--- src/core/pvirq_defs.svh ---
// Purpose: Register offsets, field positions, reset values, edge codes and priorities
// Assumes: Byte-wide register port, one clock
// Notes:   Included by the package and the top module
`ifndef PVIRQ_DEFS_SVH
`define PVIRQ_DEFS_SVH

// ----------------------------------------------------------------------------
// Register offsets
// ----------------------------------------------------------------------------
`define PVIRQ_OFS_KS_EDGE   8'h40
`define PVIRQ_OFS_PIN_EDGE  8'h41
`define PVIRQ_OFS_EXT_EN    8'h42
`define PVIRQ_OFS_EXT_REQ   8'h43
`define PVIRQ_OFS_INT_EN    8'h44
`define PVIRQ_OFS_INT_REQ   8'h45

// ----------------------------------------------------------------------------
// Field positions and reset values
// ----------------------------------------------------------------------------
`define PVIRQ_KS_EDGE_LSB   0
`define PVIRQ_PIN0_EDGE_LSB 0
`define PVIRQ_PIN1_EDGE_LSB 2
`define PVIRQ_PIN2_EDGE_LSB 4
`define PVIRQ_EDGE_REG_W    6
`define PVIRQ_EXT_LSB       0
`define PVIRQ_INT_TMR_LSB   0
`define PVIRQ_INT_HI_LSB    4
`define PVIRQ_SFR_IBIT      7
`define PVIRQ_RST_BYTE      8'h00

// ----------------------------------------------------------------------------
// Edge codes
// ----------------------------------------------------------------------------
`define PVIRQ_EDGE_NONE     2'h0
`define PVIRQ_EDGE_FALL     2'h1
`define PVIRQ_EDGE_RISE     2'h2
`define PVIRQ_EDGE_BOTH     2'h3

// ----------------------------------------------------------------------------
// Priorities (vector is twice the priority) and reset vector
// ----------------------------------------------------------------------------
`define PVIRQ_NSRC          10
`define PVIRQ_PRIO_KS       4'h1
`define PVIRQ_PRIO_PIN0     4'h2
`define PVIRQ_PRIO_PIN1     4'h3
`define PVIRQ_PRIO_PIN2     4'h4
`define PVIRQ_PRIO_T0       4'h6
`define PVIRQ_PRIO_T1       4'h7
`define PVIRQ_PRIO_T2       4'h8
`define PVIRQ_PRIO_ADC      4'ha
`define PVIRQ_PRIO_WDT      4'hb
`define PVIRQ_PRIO_VDI      4'hc
`define PVIRQ_RESET_VECTOR  0

`endif

--- src/core/pvirq_pkg.sv ---
// Purpose: Types shared by the interrupt unit
// Assumes: pvirq_defs.svh provides the figures
// Notes:   Source index order equals priority order
`include "pvirq_defs.svh"

package pvirq_pkg;
  typedef logic [3:0] pvirq_src_t;
  typedef logic [`PVIRQ_NSRC-1:0] pvirq_vec_t;
  typedef enum logic [1:0] {
    ST_BOOT,
    ST_IDLE,
    ST_PREP
  } pvirq_state_t;
endpackage : pvirq_pkg

--- src/core/pvirq_stack_if.sv ---
// Purpose: Push and pop carrier between the unit and one hardware stack
// Assumes: Push and pop never in the same cycle
// Notes:   Top is registered inside the stack
interface pvirq_stack_if #(parameter int W = 8);
  logic         push;
  logic         pop;
  logic [W-1:0] pushData;
  logic [W-1:0] top;
  modport owner (output push, output pop, output pushData, input top);
  modport store (input push, input pop, input pushData, output top);
endinterface : pvirq_stack_if

--- src/core/pvirq_stack.sv ---
// Purpose: Circular hardware stack in flip-flops
// Assumes: Deeper nesting than DEPTH overwrites the oldest entry
// Notes:   Top of stack is held in its own flop
module pvirq_stack #(
  parameter int W     = 8,
  parameter int DEPTH = 8
) (
  // Clock and reset
  input wire logic         clk_sys,
  input wire logic         rst,
  // Stack port
  pvirq_stack_if.store     stk
);
  localparam int PW = $clog2(DEPTH);

  initial begin
    if (DEPTH < 2 || (1 << PW) != DEPTH) $error("pvirq_stack: DEPTH must be a power of two");
  end

  logic [W-1:0]  memReg [DEPTH];
  logic [PW-1:0] ptrReg;
  logic [W-1:0]  topReg;

  // ---------------------------------------------------------------------------
  // Storage and pointer
  // ---------------------------------------------------------------------------
  always_ff @(posedge clk_sys or posedge rst) begin
    if (rst) begin
      ptrReg <= '0;
      topReg <= '0;
      for (int i = 0; i < DEPTH; i++) begin
        memReg[i] <= '0;
      end
    end else if (stk.push) begin
      memReg[ptrReg] <= stk.pushData;
      ptrReg         <= ptrReg + 1'b1;
      topReg         <= stk.pushData;
    end else if (stk.pop) begin
      ptrReg <= ptrReg - 1'b1;
      topReg <= memReg[PW'(ptrReg - 2'd2)];
    end
  end

  assign stk.top = topReg;
endmodule : pvirq_stack

--- src/core/pvirq_unit.sv ---
// Purpose: Prioritized vectored interrupt unit beside the processor core
// Assumes: Core marks instruction ends and pops both stacks on return
// Notes:   Register reads answer one cycle after the read strobe
//
// Overview of operation
// - Each source has fixed priority and vector, pin 0 at 2, indicator at 12.
// - Global mask 0 blocks all; mask 1 gates each source by its enable.
// - Request flag sets on the selected edge of the source, not level.
// - Accepted source's request flag clears during the entry step.
// - A set flag stays set until accepted or cleared by software.
// - Reset clears both request registers to zero.
// - Enable and request registers are readable and writable by software.
// - Key-scan edge code: 01 falling, 10 rising, 11 both.
// - Pin edge fields at bits 5:4, 3:2, 1:0; 00 selects none.
// - External enable register: pin2 bit3, pin1 bit2, pin0 bit1, key scan bit0.
// - External request register uses the same bit layout.
// - Internal enables: indicator 6, watchdog 5, converter 4, timers 2..0.
// - Internal request register uses the same bit layout.
// - Sampling within two machine cycles, then one preprocessing machine cycle.
// - Enable or disable instruction changes the mask immediately after it.
// - Acceptance clears the mask until the enable instruction or a return sets it.
// - Among simultaneous pending requests only the most urgent is accepted.
// - Acceptance pushes program counter (16 deep) and status (8 deep).
// - Same step loads the vector into the program counter.
// - After reset, execution starts at vector zero.
`include "pvirq_defs.svh"

module pvirq_unit #(
  parameter int MCYC_CLKS  = 4,
  parameter int PC_W       = 12,
  parameter int SFR_W      = 8,
  parameter int PSTK_DEPTH = 16,
  parameter int ISTK_DEPTH = 8
) (
  // Clock and reset
  input  wire logic              clk_sys,
  input  wire logic              rst,
  // Register port
  input  wire logic [7:0]        regAddr,
  input  wire logic [7:0]        regWrData,
  input  wire logic              regWrEn,
  input  wire logic              regRdEn,
  output logic      [7:0]        regRdData,
  // Interrupt sources
  input  wire logic              keyScanSource,
  input  wire logic              externalPinZero,
  input  wire logic              externalPinOne,
  input  wire logic              externalPinTwo,
  input  wire logic              timerZeroEvt,
  input  wire logic              timerOneEvt,
  input  wire logic              timerTwoEvt,
  input  wire logic              converterEvt,
  input  wire logic              watchdogEvt,
  input  wire logic              voltageIndicatorEvt,
  // Core side
  input  wire logic              instrEnd,
  input  wire logic              enableInterruptsInstr,
  input  wire logic              disableInterruptsInstr,
  input  wire logic              retiPop,
  input  wire logic [PC_W-1:0]   pcIn,
  input  wire logic [SFR_W-1:0]  statusFlagIn,
  output logic                   globalMask,
  output logic                   pcLoadEn,
  output logic      [PC_W-1:0]   pcLoadAddr,
  output logic                   acceptPulse,
  output pvirq_pkg::pvirq_src_t  acceptSrc,
  output logic      [PC_W-1:0]   pcStackTop,
  output logic      [SFR_W-1:0]  statusStackTop
);
  localparam int NS = `PVIRQ_NSRC;
  localparam int CW = $clog2(MCYC_CLKS + 1);
  localparam int PREP_MAX = 64;

  initial begin
    if (MCYC_CLKS < 1 || MCYC_CLKS >= PREP_MAX) $error("pvirq_unit: MCYC_CLKS out of range");
    if (PC_W < 5 || SFR_W <= `PVIRQ_SFR_IBIT) $error("pvirq_unit: PC_W or SFR_W too small");
  end

  pvirq_pkg::pvirq_state_t stateReg;
  pvirq_pkg::pvirq_vec_t   reqReg, reqNext, enReg, prevReg, hwSet, pending, ackClr, srcLvl;
  pvirq_pkg::pvirq_src_t   winIdx, prepIdx;
  logic [1:0]              edgeCode [NS];
  logic [1:0]              ksEdgeReg;
  logic [`PVIRQ_EDGE_REG_W-1:0] pinEdgeReg;
  logic [CW-1:0]           divReg;
  logic                    mcycEn, primedReg, sampleNow, vecStep;

  pvirq_stack_if #(.W(PC_W))  pcStk ();
  pvirq_stack_if #(.W(SFR_W)) stStk ();

  // ---------------------------------------------------------------------------
  // Vector table
  // ---------------------------------------------------------------------------
  function automatic logic [PC_W-1:0] vecOf(input pvirq_pkg::pvirq_src_t idx);
    logic [3:0] prio;
    prio = `PVIRQ_PRIO_VDI;
    case (idx)
      4'h0: prio = `PVIRQ_PRIO_KS;
      4'h1: prio = `PVIRQ_PRIO_PIN0;
      4'h2: prio = `PVIRQ_PRIO_PIN1;
      4'h3: prio = `PVIRQ_PRIO_PIN2;
      4'h4: prio = `PVIRQ_PRIO_T0;
      4'h5: prio = `PVIRQ_PRIO_T1;
      4'h6: prio = `PVIRQ_PRIO_T2;
      4'h7: prio = `PVIRQ_PRIO_ADC;
      4'h8: prio = `PVIRQ_PRIO_WDT;
      default: prio = `PVIRQ_PRIO_VDI;
    endcase
    return PC_W'({prio, 1'b0});
  endfunction : vecOf

  // ---------------------------------------------------------------------------
  // Machine cycle divider
  // ---------------------------------------------------------------------------
  always_ff @(posedge clk_sys or posedge rst) begin
    if (rst) begin
      divReg <= '0;
    end else if (divReg == CW'(MCYC_CLKS - 1)) begin
      divReg <= '0;
    end else begin
      divReg <= divReg + 1'b1;
    end
  end
  assign mcycEn = (divReg == CW'(MCYC_CLKS - 1));

  // ---------------------------------------------------------------------------
  // Edge detection
  // ---------------------------------------------------------------------------
  assign srcLvl = {voltageIndicatorEvt, watchdogEvt, converterEvt, timerTwoEvt, timerOneEvt,
                   timerZeroEvt, externalPinTwo, externalPinOne, externalPinZero, keyScanSource};

  always_ff @(posedge clk_sys or posedge rst) begin
    if (rst) begin
      prevReg   <= '0;
      primedReg <= 1'b0;
    end else begin
      prevReg   <= srcLvl;
      primedReg <= 1'b1;
    end
  end

  always_comb begin
    edgeCode[0] = ksEdgeReg;
    edgeCode[1] = pinEdgeReg[`PVIRQ_PIN0_EDGE_LSB +: 2];
    edgeCode[2] = pinEdgeReg[`PVIRQ_PIN1_EDGE_LSB +: 2];
    edgeCode[3] = pinEdgeReg[`PVIRQ_PIN2_EDGE_LSB +: 2];
    for (int i = 4; i < NS; i++) begin
      edgeCode[i] = `PVIRQ_EDGE_RISE;
    end
  end

  for (genvar g = 0; g < NS; g++) begin : gEdge
    logic rise, fall;
    assign rise = srcLvl[g] & ~prevReg[g];
    assign fall = ~srcLvl[g] & prevReg[g];
    assign hwSet[g] = primedReg &
                      (((edgeCode[g] == `PVIRQ_EDGE_RISE) & rise) |
                       ((edgeCode[g] == `PVIRQ_EDGE_FALL) & fall) |
                       ((edgeCode[g] == `PVIRQ_EDGE_BOTH) & (rise | fall)));
  end

  // ---------------------------------------------------------------------------
  // Edge and enable registers
  // ---------------------------------------------------------------------------
  always_ff @(posedge clk_sys or posedge rst) begin
    if (rst) begin
      ksEdgeReg  <= `PVIRQ_EDGE_NONE;
      pinEdgeReg <= '0;
      enReg      <= '0;
    end else if (regWrEn) begin
      if (regAddr == `PVIRQ_OFS_KS_EDGE) begin
        ksEdgeReg <= regWrData[`PVIRQ_KS_EDGE_LSB +: 2];
      end else if (regAddr == `PVIRQ_OFS_PIN_EDGE) begin
        pinEdgeReg <= regWrData[`PVIRQ_EDGE_REG_W-1:0];
      end else if (regAddr == `PVIRQ_OFS_EXT_EN) begin
        enReg[3:0] <= regWrData[`PVIRQ_EXT_LSB +: 4];
      end else if (regAddr == `PVIRQ_OFS_INT_EN) begin
        enReg[6:4] <= regWrData[`PVIRQ_INT_TMR_LSB +: 3];
        enReg[9:7] <= regWrData[`PVIRQ_INT_HI_LSB +: 3];
      end
    end
  end

  // ---------------------------------------------------------------------------
  // Request flags
  // ---------------------------------------------------------------------------
  always_comb begin
    reqNext = reqReg;
    if (regWrEn && regAddr == `PVIRQ_OFS_EXT_REQ) begin
      reqNext[3:0] = regWrData[`PVIRQ_EXT_LSB +: 4];
    end else if (regWrEn && regAddr == `PVIRQ_OFS_INT_REQ) begin
      reqNext[6:4] = regWrData[`PVIRQ_INT_TMR_LSB +: 3];
      reqNext[9:7] = regWrData[`PVIRQ_INT_HI_LSB +: 3];
    end
    // Held until accept or write; set wins
    reqNext = (reqNext & ~ackClr) | hwSet;
  end

  always_ff @(posedge clk_sys or posedge rst) begin
    if (rst) begin
      reqReg <= '0;
    end else begin
      reqReg <= reqNext;
    end
  end

  // ---------------------------------------------------------------------------
  // Register read
  // ---------------------------------------------------------------------------
  always_ff @(posedge clk_sys or posedge rst) begin
    if (rst) begin
      regRdData <= `PVIRQ_RST_BYTE;
    end else if (!regRdEn) begin
      regRdData <= `PVIRQ_RST_BYTE;
    end else if (regAddr == `PVIRQ_OFS_EXT_EN) begin
      regRdData <= {4'h0, enReg[3:0]};
    end else if (regAddr == `PVIRQ_OFS_EXT_REQ) begin
      regRdData <= {4'h0, reqReg[3:0]};
    end else if (regAddr == `PVIRQ_OFS_INT_EN) begin
      regRdData <= {1'b0, enReg[9:7], 1'b0, enReg[6:4]};
    end else if (regAddr == `PVIRQ_OFS_INT_REQ) begin
      regRdData <= {1'b0, reqReg[9:7], 1'b0, reqReg[6:4]};
    end else begin
      regRdData <= `PVIRQ_RST_BYTE;
    end
  end

  // ---------------------------------------------------------------------------
  // Arbitration
  // ---------------------------------------------------------------------------
  // Mask then individual enable
  assign pending = reqReg & enReg & {NS{globalMask}};

  always_comb begin
    winIdx = '0;
    for (int i = NS - 1; i >= 0; i--) begin
      if (pending[i]) winIdx = pvirq_pkg::pvirq_src_t'(i);
    end
  end

  assign sampleNow = (stateReg == pvirq_pkg::ST_IDLE) && mcycEn && instrEnd && (|pending);
  assign vecStep   = (stateReg == pvirq_pkg::ST_PREP) && mcycEn;

  always_comb begin
    ackClr = '0;
    if (vecStep) ackClr[prepIdx] = 1'b1;
  end

  // ---------------------------------------------------------------------------
  // Entry sequence
  // ---------------------------------------------------------------------------
  always_ff @(posedge clk_sys or posedge rst) begin
    if (rst) begin
      stateReg    <= pvirq_pkg::ST_BOOT;
      prepIdx     <= '0;
      pcLoadEn    <= 1'b0;
      pcLoadAddr  <= '0;
      acceptPulse <= 1'b0;
      acceptSrc   <= '0;
    end else begin
      pcLoadEn    <= 1'b0;
      acceptPulse <= 1'b0;
      case (stateReg)
        pvirq_pkg::ST_BOOT: begin
          pcLoadEn   <= 1'b1;
          pcLoadAddr <= PC_W'(`PVIRQ_RESET_VECTOR);
          stateReg   <= pvirq_pkg::ST_IDLE;
        end
        pvirq_pkg::ST_IDLE: begin
          if (sampleNow) begin
            prepIdx  <= winIdx;
            stateReg <= pvirq_pkg::ST_PREP;
          end
        end
        pvirq_pkg::ST_PREP: begin
          if (vecStep) begin
            pcLoadEn    <= 1'b1;
            pcLoadAddr  <= vecOf(prepIdx);
            acceptPulse <= 1'b1;
            acceptSrc   <= prepIdx;
            stateReg    <= pvirq_pkg::ST_IDLE;
          end
        end
        default: stateReg <= pvirq_pkg::ST_IDLE;
      endcase
    end
  end

  // ---------------------------------------------------------------------------
  // Global mask
  // ---------------------------------------------------------------------------
  always_ff @(posedge clk_sys or posedge rst) begin
    if (rst) begin
      globalMask <= 1'b0;
    end else if (sampleNow) begin
      globalMask <= 1'b0;
    end else if (retiPop && stateReg == pvirq_pkg::ST_IDLE) begin
      globalMask <= stStk.top[`PVIRQ_SFR_IBIT];
    end else if (enableInterruptsInstr) begin
      globalMask <= 1'b1;
    end else if (disableInterruptsInstr) begin
      globalMask <= 1'b0;
    end
  end

  // ---------------------------------------------------------------------------
  // Stacks
  // ---------------------------------------------------------------------------
  always_comb begin
    pcStk.push     = vecStep;
    stStk.push     = vecStep;
    pcStk.pop      = retiPop && !vecStep;
    stStk.pop      = retiPop && !vecStep;
    pcStk.pushData = pcIn;
    stStk.pushData = statusFlagIn;
    stStk.pushData[`PVIRQ_SFR_IBIT] = 1'b1;
  end

  pvirq_stack #(.W(PC_W), .DEPTH(PSTK_DEPTH)) uPcStack (
    .clk_sys (clk_sys),
    .rst     (rst),
    .stk     (pcStk.store)
  );

  pvirq_stack #(.W(SFR_W), .DEPTH(ISTK_DEPTH)) uStatusStack (
    .clk_sys (clk_sys),
    .rst     (rst),
    .stk     (stStk.store)
  );

  assign pcStackTop     = pcStk.top;
  assign statusStackTop = stStk.top;
endmodule : pvirq_unit

--- config.mk ---
export PLATFORM = sky130hd
export DESIGN_NAME = pvirq_unit
export DESIGN_NICKNAME = d
export VERILOG_FILES = /design/src/core/pvirq_pkg.sv /design/src/core/pvirq_stack_if.sv /design/src/core/pvirq_stack.sv /design/src/core/pvirq_unit.sv
export VERILOG_INCLUDE_DIRS = /design/src /design/src/core
export SDC_FILE = /design/constraint.sdc
export NUM_CORES = 1
export LEC_CHECK = 0
export CAP_MARGIN = 20
export CORE_ASPECT_RATIO = 1.2
export CORE_MARGIN = 8
export CORE_UTILIZATION = 29
export CTS_BUF_LIST = sky130_fd_sc_hd__clkbuf_8
export CTS_CLUSTER_SIZE = 8
export DETAILED_ROUTE_END_ITERATION = 10
export DONT_BUFFER_PORTS = 1
export PLACE_DENSITY_LB_ADDON = 0.08
export SLEW_MARGIN = 20
export SYNTH_ARGS = -nofsm -noshare
export SYNTH_HDL_FRONTEND = slang
export SYNTH_HIERARCHICAL = 1
export SYNTH_SLANG_ARGS = --single-unit
--- constraint.sdc ---
create_clock -name clk_sys -period 10.9 [get_ports clk_sys]
set_clock_uncertainty 0.05 [all_clocks]
set_input_delay 3.27 -clock clk_sys [delete_from_list [all_inputs] [get_ports clk_sys]]
set_output_delay 3.27 -clock clk_sys [all_outputs]
set_load 0.02 [all_outputs]
# After elaboration in Yosys (flattened, before gate mapping)
# Memories as Yosys holds them, arrays and structs flattened.
# Index checks and enable logic that the tools add are counted.
# Widths: inputs -> output; s select.
# totals
ramBits,0
in_bits,54
latchBits,0
output_inout_bits,47
elab_cells,236
ff_bits,358
memories,1
rom_bits,64
# classes
add_sub_neg,7
div,0
order_cmp,8
muxes,54
reduce_logical,25
eq_ne,23
mul,0
bitwise_logic,74
shifts,0
# memory_table
name,words,word_bits,rd,rd_clocked_by_memory_dff,wr,line_no,source
(name not given),16,4,1,0,0,pvirq_unit.sv:97,case (idx)
# op_table
op,count
$bwmux 192,1
$mux 12,6
$bwmux 64,1
$mux 4,13
$bmux 12 s4,1
$demux 12 s4,1
$eq 8x7->1 const B,6
$mux 8,5
$and 1x1->1,36
$mux 7,5
$and 10x10->10,3
$bmux 8 s3,1
$demux 8 s3,1
$pmux 12 s2,1
$eq 2x2->1 const B,9
$not 1->1,17
$mux 6,2
$or 1x1->1,12
$logic_and 1x1->1,11
$eq 2x1->1 const B,5
$ge 5x5->1 const B,2
$mux 10,1
$not 10->10,1
$not 4->5,2
30 further kinds,48

# Longest topological paths before layout
# logic_depth
depth_word,12
ltp_mapped,10
depth_no_buf,9

# By module
# Netlist, hierarchy kept.
# by_module_without_submodules
module,seq_area_each_um2,cells_each,n_inst,area_per_inst_um2
pvirq_stack (uPcStack),5205.0,649,1,9576.7
pvirq_stack (uStatusStack),1876.8,248,1,3572.2
pvirq_unit,1651.6,301,1,3286.9

# Least setup slack after synthesis
# OpenSTA, ideal clock, no wires.
# synth_path
path_type,input to register
startpoint,in regAddr[6]
endpoint,reg enReg[0]
setup_ns,0.125
n_path_buf,0
setup_slack_ns,6.356
stages,4
t_arrival_ns,4.369
required_ns,10.725
path_cell_list,nor2b_1 and4b_1 and3b_1 mux2_2
# synth_between
elab_chain_len,3
word_cells_on_any_way,6
classes_between,eq/ne: 3; bitwise: 2; reduce/logical: 1
# synth_rtl
item,line_no,source
from (decl),pvirq_unit.sv:39,"input wire logic [7:0] regAddr,"
$eq 8x7->1 (no source line),-,
$not 1->1 (no source line),-,
$reduce_and 4->1 (no source line) *,-,
to (signal assigned),pvirq_unit.sv:176,enReg[3:0] <= regWrData[`PVIRQ_EXT_LSB +: 4];
to (decl),pvirq_unit.sv:80,"pvirq_pkg::pvirq_vec_t reqReg, reqNext, enReg, prevReg, hwSet, pending, ackClr, srcLvl;"
# Every way passes the cells marked *; elsewhere a longest branch is shown, timed or not.
# A chain may end at the register's enable or synchronous reset.

# Final worst setup path
# layout_path
startpoint,in retiPop
endpoint,"reg uPcStack.topReg[2], in the netlist uPcStack/stk.top[2]"
# layout_between
elab_chain_len,2
# layout_rtl
item,line_no,source
from (decl),pvirq_unit.sv:59,"input wire logic retiPop,"
$logic_and 1x1->1,pvirq_unit.sv:312,pcStk.pop = retiPop && !vecStep;
$reduce_bool 2->1 (no source line),-,
to (signal assigned),pvirq_stack.sv:37,topReg <= stk.pushData;
to (signal assigned),pvirq_stack.sv:40,topReg <= memReg[PW'(ptrReg - 2'd2)];
to (decl),pvirq_stack.sv:22,logic [W-1:0] topReg;
# No other way between the ends.

==> results.txt <==
- Hold Path Depth: 1
- Data on the critical path is required at its endpoint by 11.41 ns.
- For this run, the detailed router's first-pass iteration total came to 4.
- H-tree Lvls: 3
- Count of maximum capacitance violations: 0
* Via density per instance: 4.97
- Along the worst path, the maximum fanout reaches 11.
- Entering global routing, the biggest net connects 136 pins.
- Sequential elements use around 53% of the synthesized area.
- Inserted Clock Buffers: 68
- The number of global-route vias before repair is 10700.
* Syn avg cell area: 13.7 um2
* Row count: 95
- The number of antenna violations at the first check in global routing was 1.
- Die X-Extent: approximately 230 um
* Async S/R FF share, synth: 100%
* I/O pin total: 101
* Wire length after detailed routing: around 46 mm
* Unrepaired setup endpoints after global routing: no
* Number of setup buffers added after CTS: 0
- Synthesis produced 1198 cells.
- Setup slack after layout: 6.21 ns
* Wire per inst: 23.2 um
* I/O Buffers: 0
* Starting utilization of the core area: 29.4%
- Measured against its own limit, the worst slew margin works out to 34.8%.
- Deepest clock path buffer count: 3
- Slowest cell on crit path: sky130_fd_sc_hd__nor2_2
- Number of distinct library cells after synthesis: 71
* Area growth, synth to finish: 12.1%
- The number of hold buffers added after CTS was 0.
- Clock latency on the worst-skew pair, taken at its later pin, is 0.63 ns.
* Total chip power: between 3 and 4 mW
- Summed over all layers, the global routing overflow is 0.
* Setup slack after placement: 5.49 ns
- CP Class: in2reg
- Overall track demand over capacity in global routing: between 10% and 20%
- The post-route netlist has 32.0% of its cells at a drive strength greater than 1.
- Setup-violating endpoint count in the final report: 0
- Signal arrival time at the worst endpoint: 5.20 ns
* Main synth FF type: sky130_fd_sc_hd__dfrtp_1
- After clock tree synthesis, the clock-pin slew on the worst setup and hold paths is 0.05 ns.
- Slew at the pin with the worst max-slew slack: 0.978 ns
- Walking the worst path, the cells encountered are and2_1, nand2b_1, nor2_2, o31a_1, a211o_1.
- STA classifies the critical path startpoint as an input pin.
- Cell Area, Synth: 16400 um2
- Across all hold checks on the routed design, the worst slack comes to 0.378 ns.
- IR analysis of the VDD net gives a maximum drop of 0.0973 mV.
- The worst setup path is captured at a register.
- The final number of max-transition violations is 0.
* Largest stage delay, worst path: approximately 0.78 ns
- For the final routed database, the setup TNS stands at 0 ns.
* Chip height: 277 um
* Period Utilization, post-route: a little over two fifths
- Detailed routing inserted a total of 9893 vias.
- The detailed router finished its first iteration with 454 violations.
- Final hold viol count: 0
- The cell sitting at the root of the clock tree is a sky130_fd_sc_hd__clkbuf_8.
- Counting cells, the worst reg-to-reg path comes to 7.
* DRC violation count after routing: 0
- TritonCTS clock tree: yes
- For this run, the number of Yosys warnings is 6.
* Yosys reg bits: ~350
* GP Congestion: between 0.7 and 0.8
- Net total in the final layout: approximately 1300
* Post-DP HPWL: 28.2 mm
* Max Freq: 0.213 GHz
- The die covers 64600 um2.
* # clock sinks: 349
* Global-route wire length before repair: 70.9 mm
- The detail route stage leaves a number of antenna-violating nets equal to 0.
* Clock period minus worst slack: around 4.7 ns
- Status: finished clean
* Number of resized instances in the post-cts repair step: 0
- Summed over all cells, the static leakage comes to 8.30 nW.
- Std-Cell Core Area: roughly 56000 um2
* Number of enable-type register cells in the synthesized netlist: 0
- The min-delay analysis places its worst path in the category reg2reg.
* Cell Pwr Density: 205 nW/um2
-- placed cells by master (no fill, tap or decap), types with 25 or more instances in the layout --
master                     instances
sky130_fd_sc_hd__dfrtp_1         346
sky130_fd_sc_hd__mux2_2          215
sky130_fd_sc_hd__mux2_1           97
sky130_fd_sc_hd__clkbuf_8         82
sky130_fd_sc_hd__nand2_1          50
sky130_fd_sc_hd__inv_1            38
sky130_fd_sc_hd__mux4_2           38
sky130_fd_sc_hd__nor2_1           32
sky130_fd_sc_hd__mux2i_1          32
sky130_fd_sc_hd__nor2b_1          25
-- power by group --
part / switching, mW / total (mW) / internal (mW)
Sequential: 0.194 / 1.58 / 1.39
Clock: 0.567 / 1.24 / 0.672
Combinational: 0.533 / 0.950 / 0.418
Total: 1.29 / 3.77 / 2.48
-- sequential cells by signal, summed over array words and instances (netlist names), 7 cells and up --
name                  count
uPcStack/memReg         192
uStatusStack/memReg      64
uPcStack/stk.top         12
enReg                    10
prevReg                  10
reqReg                   10
uStatusStack/stk.top      8
regRdData                 7
-- stage by stage --
step | cells | area [um2] | util, %
6_report | 1989 | 18400 | 32.9
4_1_cts | 1987 | 18400 | 32.9
2_1_floorplan | 1207 | 16500 | -
3_3_place_gp | 1880 | 17100 | 30.6
5_1_grt | 1989 | 18400 | 32.9
3_5_place_dp | 1880 | 17100 | 30.6
-- cells in the mapped netlist (5+ instances only) --
| library cell | instances | area [um2] |
|---|---|---|
| sky130_fd_sc_hd__a211oi_1 | 12 | 90.1 |
| sky130_fd_sc_hd__a21oi_1 | 19 | 95.1 |
| sky130_fd_sc_hd__a222oi_1 | 5 | 50.1 |
| sky130_fd_sc_hd__a22o_1 | 18 | 158 |
| sky130_fd_sc_hd__a22oi_1 | 8 | 60.1 |
| sky130_fd_sc_hd__a32o_1 | 5 | 50.1 |
| sky130_fd_sc_hd__buf_1 | 7 | 26.3 |
| sky130_fd_sc_hd__buf_2 | 25 | 125 |
| sky130_fd_sc_hd__buf_4 | 19 | 143 |
| sky130_fd_sc_hd__clkbuf_1 | 21 | 78.8 |
| sky130_fd_sc_hd__dfrtp_1 | 349 | 8730 |
| sky130_fd_sc_hd__ha_1 | 22 | 275 |
| sky130_fd_sc_hd__inv_1 | 26 | 97.6 |
| sky130_fd_sc_hd__mux2_1 | 97 | 1090 |
| sky130_fd_sc_hd__mux2_2 | 215 | 2420 |
| sky130_fd_sc_hd__mux2i_1 | 32 | 320 |
| sky130_fd_sc_hd__mux4_2 | 38 | 856 |
| sky130_fd_sc_hd__nand2_1 | 50 | 188 |
| sky130_fd_sc_hd__nand2b_1 | 10 | 62.6 |
| sky130_fd_sc_hd__nand3_1 | 6 | 30.0 |
| sky130_fd_sc_hd__nor2_1 | 37 | 139 |
| sky130_fd_sc_hd__nor2b_1 | 25 | 156 |
| sky130_fd_sc_hd__nor3_1 | 6 | 30.0 |
| sky130_fd_sc_hd__nor3b_1 | 7 | 52.6 |
| sky130_fd_sc_hd__o211ai_1 | 6 | 45.0 |
| sky130_fd_sc_hd__o21ai_0 | 24 | 120 |
| sky130_fd_sc_hd__o21ai_1 | 5 | 25.0 |
| sky130_fd_sc_hd__o22a_1 | 5 | 43.8 |
| sky130_fd_sc_hd__o22ai_1 | 13 | 81.3 |
| sky130_fd_sc_hd__o31ai_1 | 11 | 82.6 |
| sky130_fd_sc_hd__xnor2_1 | 5 | 43.8 |
-- critical path: cells and delay by family --
family           cells  cell delay, ns
AND/OR/NAND/NOR      3            1.54
AO/OA/AOI/OAI        2            0.38
-- path summary, 6_finish.rpt --
| check | from | endpoint | slack [ns] |
|---|---|---|---|
| worst min-delay path | prevReg[8] | reqReg[8] | 0.38 |
| worst max register to register | uPcStack/ptrReg[1] | uPcStack/stk.top[6] | 7.34 |
| max in group asynchronous | rst | uPcStack/memReg[24] | 6.80 |
| worst max-delay path | retiPop | uPcStack/stk.top[2] | 6.21 |
| min in group asynchronous | rst | uPcStack/memReg[141] | 2.43 |
| worst min register to register | prevReg[8] | reqReg[8] | 0.38 |
-- final cells by class --
cell class	instances	area [um2]
tap	727	910
antenna	1	2.50
multi-input combinational	751	7190
sequential	349	8740
clock inverter	25	119
clock buffer	82	1130
fill	5562	37600
timing repair buffer	26	219
inverter	28	113
-- routing by layer --
metal	vias up	global-route usage, %	part of all wire, %
li1	4437	-	-
met1	5184	18.7	43
met2	201	23.5	48
met3	71	3.34	6.5
met4	0	5.48	2.4
met5	-	0	0
-- logic make-up (layout without fill, tap and decap cells) --
group / after synthesis / after routing / synth area share, %
muxes: 383 / 383 / 28.7
AOI/OAI and AO/OA: 151 / 151 / 6.52
and+or+nand+nor: 175 / 175 / 5.85
adders and majority gates: 24 / 24 / 1.92
other: 2 / 12 / 0.0457
DFF: 349 / 349 / 53.1
buffers and inverters: 107 / 161 / 3.46
xor gates and xnor gates: 7 / 7 / 0.373
(Power assumes the default switching activity.)
